<file path="config.mk">
export PLATFORM = sky130hd
export DESIGN_NAME = picb_top
export DESIGN_NICKNAME = d
export VERILOG_FILES = /design/src/hdl/picb_pkg.sv /design/src/hdl/picb_src_if.sv /design/src/hdl/picb_src_slot.sv /design/src/hdl/picb_top.sv
export VERILOG_INCLUDE_DIRS = /design/src /design/src/hdl
export SDC_FILE = /design/constraint.sdc
export NUM_CORES = 1
export LEC_CHECK = 0
export ABC_AREA = 1
export ABC_CLOCK_PERIOD_IN_PS = 1750
export CORE_MARGIN = 3
export CORE_UTILIZATION = 45
export DETAILED_ROUTE_END_ITERATION = 7
export DONT_BUFFER_PORTS = 1
export SLEW_MARGIN = 20
export SYNTH_ARGS = -nofsm -noshare
export SYNTH_HDL_FRONTEND = slang
export SYNTH_SLANG_ARGS = --single-unit
</file>
<file path="constraint.sdc">
create_clock -name clk -period 1.75 [get_ports clk]
set_input_delay 0.35 -clock clk [delete_from_list [all_inputs] [get_ports clk]]
set_output_delay 0.35 -clock clk [all_outputs]
set_load 0.02 [all_outputs]
</file>
<file path="src/hdl/picb_consts.svh">
// Constants for the peripheral interrupt control bank.
// Assumes an APB master on a 40 MHz clock and one-cycle event strobes from peripherals.
//
// Behaviour
// - Control bits 7 and 6 hold the source's two-bit priority level, 0 to 3.
// - Control bit 1 enables the source; zero blocks its request to the CPU.
// - Control bit 0 is the request flag, set when the source raises an event.
// - One control register per source, consecutive indices timer 7 through timer 8 compare-2.
`ifndef PICB_CONSTS_SVH
`define PICB_CONSTS_SVH

`define PICB_NUM_SRC          11
`define PICB_SLOT_W           4
`define PICB_IDX_W            14
`define PICB_ADDR_W           16

// Register indices; byte address is four times the index
`define PICB_IDX_TIMER7       14'h3fed
`define PICB_IDX_TIMER7_CMP2  14'h3fee
`define PICB_IDX_SERIAL0_RX   14'h3fef
`define PICB_IDX_SERIAL0_TX   14'h3ff0
`define PICB_IDX_SERIAL1_RX   14'h3ff1
`define PICB_IDX_SERIAL1_TX   14'h3ff2
`define PICB_IDX_SERIAL3      14'h3ff3
`define PICB_IDX_ADC_DONE     14'h3ff4
`define PICB_IDX_SERIAL4      14'h3ff5
`define PICB_IDX_TIMER8       14'h3ff6
`define PICB_IDX_TIMER8_CMP2  14'h3ff7
`define PICB_IDX_EVT_STATUS   14'h3ff8
`define PICB_IDX_EVT_MASK     14'h3ff9

// Source positions in the event and request vectors
`define PICB_SRC_TIMER7       0
`define PICB_SRC_TIMER7_CMP2  1
`define PICB_SRC_SERIAL0_RX   2
`define PICB_SRC_SERIAL0_TX   3
`define PICB_SRC_SERIAL1_RX   4
`define PICB_SRC_SERIAL1_TX   5
`define PICB_SRC_SERIAL3      6
`define PICB_SRC_ADC_DONE     7
`define PICB_SRC_SERIAL4      8
`define PICB_SRC_TIMER8       9
`define PICB_SRC_TIMER8_CMP2  10

// Control register fields; register reset values
`define PICB_LVL_HI           7
`define PICB_LVL_LO           6
`define PICB_ENABLE_BIT       1
`define PICB_REQUEST_BIT      0
`define PICB_CTRL_RESET       8'h00
`define PICB_MASK_RESET       11'h000
`define PICB_STATUS_RESET     11'h000
`define PICB_RSVD_ZERO        4'h0

`endif

</file>
<file path="src/hdl/picb_pkg.sv">
// Types shared by the interrupt control bank modules.
// Assumes picb_consts.svh for the source vector width; level and control widths are fixed here.
`include "picb_consts.svh"

package picb_pkg;

    typedef logic [1:0]                  picb_level_t;
    typedef logic [7:0]                  picb_ctrl_t;
    typedef logic [`PICB_NUM_SRC-1:0]    picb_src_vec_t;

    typedef enum logic [1:0] {
        PICB_ST_IDLE = 2'b01,
        PICB_ST_RESP = 2'b10
    } picb_apb_state_t;

endpackage

</file>
<file path="src/hdl/picb_src_if.sv">
// Link between the bank's bus side and one source control slot.
// Assumes one instance per source, all on the bank clock.
interface picb_src_if;

    logic               wr_en;
    picb_pkg::picb_ctrl_t wr_data;
    logic               evt;
    picb_pkg::picb_ctrl_t ctrl;

    modport bank (
        output wr_en,
        output wr_data,
        output evt,
        input  ctrl
    );

    modport slot (
        input  wr_en,
        input  wr_data,
        input  evt,
        output ctrl
    );

endinterface

</file>
<file path="src/hdl/picb_src_slot.sv">
// One per-source interrupt control register.
// Assumes wr_en and evt are single-cycle pulses on clk.
`include "picb_consts.svh"

module picb_src_slot (
    input wire logic   clk,
    input wire logic   rst_n,
    picb_src_if.slot   port
);

    picb_pkg::picb_ctrl_t ctrl_q;
    picb_pkg::picb_ctrl_t wr_value;
    picb_pkg::picb_ctrl_t next_ctrl;

    // Reserved bits never store
    assign wr_value = {port.wr_data[`PICB_LVL_HI:`PICB_LVL_LO], `PICB_RSVD_ZERO,
                       port.wr_data[`PICB_ENABLE_BIT:`PICB_REQUEST_BIT]};

    always_comb
    begin
        next_ctrl = ctrl_q;
        if (port.wr_en)
        begin
            next_ctrl = wr_value;
        end
        // Event beats a same-cycle clear of the flag
        if (port.evt)
        begin
            next_ctrl[`PICB_REQUEST_BIT] = 1'b1;
        end
    end

    always_ff @(posedge clk or negedge rst_n)
    begin
        if (!rst_n)
            ctrl_q <= `PICB_CTRL_RESET;
        else
            ctrl_q <= next_ctrl;
    end

    assign port.ctrl = ctrl_q;

endmodule

</file>
<file path="src/hdl/picb_top.sv">
// Peripheral interrupt control bank: eleven source control registers on APB,
// sticky event status with mask and one level interrupt, gated requests to the CPU.
// Assumes a single 40 MHz clock, synchronous inputs and one-cycle event strobes.
`include "picb_consts.svh"

module picb_top (
    input  wire logic                       clk,
    input  wire logic                       rst_n,
    input  wire logic                       psel,
    input  wire logic                       penable,
    input  wire logic                       pwrite,
    input  wire logic [`PICB_ADDR_W-1:0]    paddr,
    input  wire logic [31:0]                pwdata,
    input  wire logic [3:0]                 pstrb,
    output logic      [31:0]                prdata,
    output logic                            pready,
    output logic                            pslverr,
    input  wire logic [`PICB_NUM_SRC-1:0]   src_event,
    output logic      [`PICB_NUM_SRC-1:0]   cpu_req,
    output logic      [2*`PICB_NUM_SRC-1:0] cpu_level,
    output logic                            irq
);

    picb_pkg::picb_apb_state_t state;
    picb_pkg::picb_apb_state_t next_state;

    picb_pkg::picb_src_vec_t   evt_status;
    picb_pkg::picb_src_vec_t   evt_mask;
    picb_pkg::picb_src_vec_t   next_status;
    picb_pkg::picb_src_vec_t   next_mask;
    picb_pkg::picb_src_vec_t   status_clr;
    picb_pkg::picb_src_vec_t   strb_vec;

    picb_pkg::picb_ctrl_t      ctrl_rd [`PICB_NUM_SRC];

    // Address decode
    wire [`PICB_IDX_W-1:0]     idx;
    wire [`PICB_IDX_W-1:0]     idx_off;
    wire [`PICB_SLOT_W-1:0]    slot_sel;
    wire                       aligned;
    wire                       in_bank;
    wire                       hit_status;
    wire                       hit_mask;
    wire                       mapped;

    // Transfer phases
    wire                       access;
    wire                       first_access;
    wire                       complete;
    wire                       wr_commit;
    wire                       ctrl_wr;
    wire                       status_wr;
    wire                       mask_wr;

    wire [31:0]                rd_word;
    wire [7:0]                 rd_ctrl;
    wire [`PICB_NUM_SRC-1:0]   gated_req;
    wire                       next_irq;

    assign idx          = paddr[`PICB_ADDR_W-1:2];
    assign aligned      = (paddr[1:0] == 2'h0);
    assign idx_off      = idx - `PICB_IDX_TIMER7;
    assign slot_sel     = idx_off[`PICB_SLOT_W-1:0];
    assign in_bank      = aligned && (idx >= `PICB_IDX_TIMER7) && (idx <= `PICB_IDX_TIMER8_CMP2);
    assign hit_status   = aligned && (idx == `PICB_IDX_EVT_STATUS);
    assign hit_mask     = aligned && (idx == `PICB_IDX_EVT_MASK);
    assign mapped       = in_bank || hit_status || hit_mask;

    // One wait state: pready rises in the second access cycle
    assign access       = psel && penable;
    assign first_access = access && (state == picb_pkg::PICB_ST_IDLE);
    assign complete     = access && (state == picb_pkg::PICB_ST_RESP);
    assign wr_commit    = complete && pwrite && mapped;
    assign ctrl_wr      = wr_commit && in_bank && pstrb[0];
    assign status_wr    = wr_commit && hit_status;
    assign mask_wr      = wr_commit && hit_mask;

    always_comb
    begin
        case (state)
            picb_pkg::PICB_ST_IDLE:
            begin
                next_state = first_access ? picb_pkg::PICB_ST_RESP : picb_pkg::PICB_ST_IDLE;
            end
            picb_pkg::PICB_ST_RESP:
            begin
                next_state = picb_pkg::PICB_ST_IDLE;
            end
            default:
            begin
                next_state = picb_pkg::PICB_ST_IDLE;
            end
        endcase
    end

    always_ff @(posedge clk or negedge rst_n)
    begin
        if (!rst_n)
            state <= picb_pkg::PICB_ST_IDLE;
        else
            state <= next_state;
    end

    // Per-source control slots
    genvar gi;
    generate
        for (gi = 0; gi < `PICB_NUM_SRC; gi++)
        begin : g_src
            picb_src_if src_link ();

            assign src_link.wr_en   = ctrl_wr && (int'(slot_sel) == gi);
            assign src_link.wr_data = pwdata[7:0];
            assign src_link.evt     = src_event[gi];
            assign ctrl_rd[gi]      = src_link.ctrl;
            assign gated_req[gi]    = src_link.ctrl[`PICB_REQUEST_BIT] && src_link.ctrl[`PICB_ENABLE_BIT];

            picb_src_slot u_slot (
                .clk   (clk),
                .rst_n (rst_n),
                .port  (src_link.slot)
            );

            always_ff @(posedge clk or negedge rst_n)
            begin
                if (!rst_n)
                begin
                    cpu_req[gi]          <= 1'b0;
                    cpu_level[2*gi +: 2] <= 2'h0;
                end
                else
                begin
                    cpu_req[gi]          <= gated_req[gi];
                    cpu_level[2*gi +: 2] <= src_link.ctrl[`PICB_LVL_HI:`PICB_LVL_LO];
                end
            end
        end
    endgenerate

    // Byte lanes for the 11-bit status and mask words
    assign strb_vec = {{(`PICB_NUM_SRC-8){pstrb[1]}}, {8{pstrb[0]}}};

    // Write one to clear; a new event in the same cycle wins
    assign status_clr = status_wr ? (pwdata[`PICB_NUM_SRC-1:0] & strb_vec) : '0;

    always_comb
    begin
        next_status = (evt_status & ~status_clr) | src_event;
        next_mask   = evt_mask;
        if (mask_wr)
        begin
            next_mask = (evt_mask & ~strb_vec) | (pwdata[`PICB_NUM_SRC-1:0] & strb_vec);
        end
    end

    assign next_irq = |(next_status & next_mask);

    always_ff @(posedge clk or negedge rst_n)
    begin
        if (!rst_n)
        begin
            evt_status <= `PICB_STATUS_RESET;
            evt_mask   <= `PICB_MASK_RESET;
            irq        <= 1'b0;
        end
        else
        begin
            evt_status <= next_status;
            evt_mask   <= next_mask;
            irq        <= next_irq;
        end
    end

    // Read selection; reserved bits and upper word read zero
    assign rd_ctrl = ctrl_rd[slot_sel];
    assign rd_word = in_bank    ? {24'h000000, rd_ctrl} :
                     hit_status ? {21'h000000, evt_status} :
                     hit_mask   ? {21'h000000, evt_mask} :
                                  32'h00000000;

    always_ff @(posedge clk or negedge rst_n)
    begin
        if (!rst_n)
        begin
            prdata  <= 32'h00000000;
            pready  <= 1'b0;
            pslverr <= 1'b0;
        end
        else
        begin
            pready  <= first_access;
            pslverr <= first_access && !mapped;
            if (first_access && !pwrite)
                prdata <= rd_word;
            else if (complete)
                prdata <= 32'h00000000;
        end
    end

endmodule

</file>
==> reports/qor.csv <==
metric;value;unit
cp_max_fo;5;
clk_pin_slew;0.05;ns
cts-htree-levels;4;
cts_buffer_depth;2;
firstDrtPassIters;5;
grt_pass1_vias;4315;
synth_area_per_cell;8.87;µm²
fp.dieW;116;µm
rr_worst_depth;9;
drt-initial-drc-count;308;
final_layout_size_suffix_gt1_share;19.4;%
antenna_found_initial;1;
port_buffers;0;
core-area;11600;µm²
path_cells;inv_2, nor3_2, inv_1, nor2_2, inv_2, o21ai_4, clkinvlp_2, buf_6, a22o_1;
cpMaxStageDelayCell;dfstp_2;
die_area;13500;µm²
power;0.00640;W
p_per_area;983;nW/µm²
clk_latency;0.41;ns
yosysWarnings;0;
peakVddDrop;0.000537;V
cp.required;2.05;ns
floorplan.initialDensity;46.9;%
die_y;116;µm
grt_pass1_wl;22.3;mm
finalSetupViolCount;0;
syn2layout_area_growth;19.6;%
holdWs;-0.368;ns
finalCritPeriodShare;99.4;%
rsz0062_at_grt;true;
max_freq;0.575;GHz
final_cell_mix;nand2_1 (192), dfrtp_1 (113), inv_1 (46), buf_4 (43), o21ai_1 (34);
drv_cap;0;
hp-class;in -> async;
synthFlopType;dfrtp_1;
netlist_area;5450;µm²
cts_made_buffers;17;
pre_cts_slack;-0.174;ns
worst_slack;0.0113;ns
leakage;3.24;nW
num_vias;4287;
crit_type;reg -> reg;
drtAntennaViolNets;0;
synth.distinct_cells;38;
cts_tree;built;
slew_viol_final;0;
cp-end-kind;flip-flop;
netlist_instances;614;
synth_edf_count;0;
grt_usage;22.1;%
finalCoreUtilization;56.1;%
drc_errors;0;
violations;negative hold slack;
async_reset_ff_share;100;%
final_common_cell;nand2_1;
clockRootBuffer;clkbuf_16;
cp_common_cell;inv_2;
finalCriticalPeriod;1.74;ns
startpoint;state[0];
wl_per_cell;16.8;µm
nets;735;
yosysSeqAreaShare;52.4;%
cp.arrival;2.04;ns
globalRoute.totalOverflow;0;
dp.cells;781;
ys_ff_latch;114;
viasPerCell;5.24;
finalNonFillerCells;818;
cts.sink_count;114;
drt_wl_total;13.7;mm
final.setup_skew;0.00695;ns
io_pins;136;
hpwl;9.75;mm
setup_tns;0;ns
row_count;39;
worstReg2RegStart;state[0];
final-hold-violation-count;114;
grt_max_degree;115;
critPathMaxStageDelay;0.52;ns
routabilityCongestion;0.822;
start_kind;flip-flop;
status;complete, but fails checks;
cell usage after synthesis (all sizes together) (2+ instances only):
cell type  number  area share, %
o221ai          4           0.64
inv            59            4.1
a22o            7            1.1
ha              5            1.1
nand3          44            6.3
xor2            2           0.60
a21oi          12            1.1
o22ai           3           0.34
nor2           30            2.9
clkbuf         11           0.76
buf            31            4.4
nor3            4           0.85
nand4          28            3.4
dfrtp         113             52
nand2         196             14
o21ai          56            5.2
metrics by stage:
step | hold slack, ns | instance area (µm²)
floorplan | 0.0544 | 5600
global placement | 0.0577 | 5860
detailed placement | 0.0578 | 5860
CTS | -0.389 | 6450
global route | -0.393 | 6510
finish | -0.368 | 6510
worst paths after layout:
path / endpoint / slack (ns)
setup reg to reg: prdata[9] / 0.01
hold / removal: cpu_req[1] / -0.37
hold reg to reg: cpu_level[16] / 0.40
setup / recovery: prdata[9] / 0.01
min in group clk: evt_status[10] / 0.05
max in group asynchronous: cpu_level[3] / 1.86
routing by layer:
metal / routed length, µm / track usage [%] / part of all wire (%) / vias to the layer above
li1: - / - / - / 2071
met1: 5940 / 27.7 / 43 / 2021
met2: 6340 / 33.8 / 46 / 166
met3: 1050 / 9.03 / 7.6 / 29
met4: 390 / 9.36 / 2.8 / 0
met5: 0 / 0 / 0 / -
power by group:
part | internal (W) | total [W] | switching (W) | leakage, nW
Sequential | 0.00265 | 0.00265 | 0.00000459 | 1.46
Clock | 0.00223 | 0.00334 | 0.00112 | 0.284
Combinational | 0.000130 | 0.000405 | 0.000275 | 1.49
flip-flops by register name, indices dropped and copies added, names as in the netlist, 11 cells and up:
name                    count
cpu_level                  22
cpu_req                    11
evt_mask                   11
evt_status                 11
g_src.u_slot.port.ctrl     44
prdata                     11
what timing repair did:
item | CTS | global route
cloned | 0 | 1
pin swaps | 1 | 2
setup buffers | 1 | 3
endpoints found under the setup margin | 9 | 55
hold endpoints to repair | 114 | 114
resized for setup | 4 | 9
final cells by class:
| type | count | area, µm² |
|---|---|---|
| diodes | 1 | 2.50 |
| clock buffers | 26 | 499 |
| clock inverters | 5 | 75.1 |
| fillers | 1046 | 5100 |
| inverters | 60 | 234 |
| multi-input cells | 418 | 2220 |
| flip-flops and latches | 114 | 2850 |
| well taps | 143 | 179 |
| repair buffers | 50 | 437 |
| repair inverters | 1 | 5.00 |
critical path: cells and delay by family (launching register included):
family / cells / cell delay [ns]
buffers and inverters: 5 / 0.50
flip-flops: 1 / 0.52
AO/OA/AOI/OAI: 2 / 0.31
AND/OR/NAND/NOR: 2 / 0.29
cell families after synthesis:
logic type	synth area share [%]
buf+inv	9.33
flops	52.4
other cells	0.0689
fa+ha+maj	1.15
compound gates	8.85
simple gates	27.6
xor+xnor	0.597
Power figures use the tool's default switching activity.
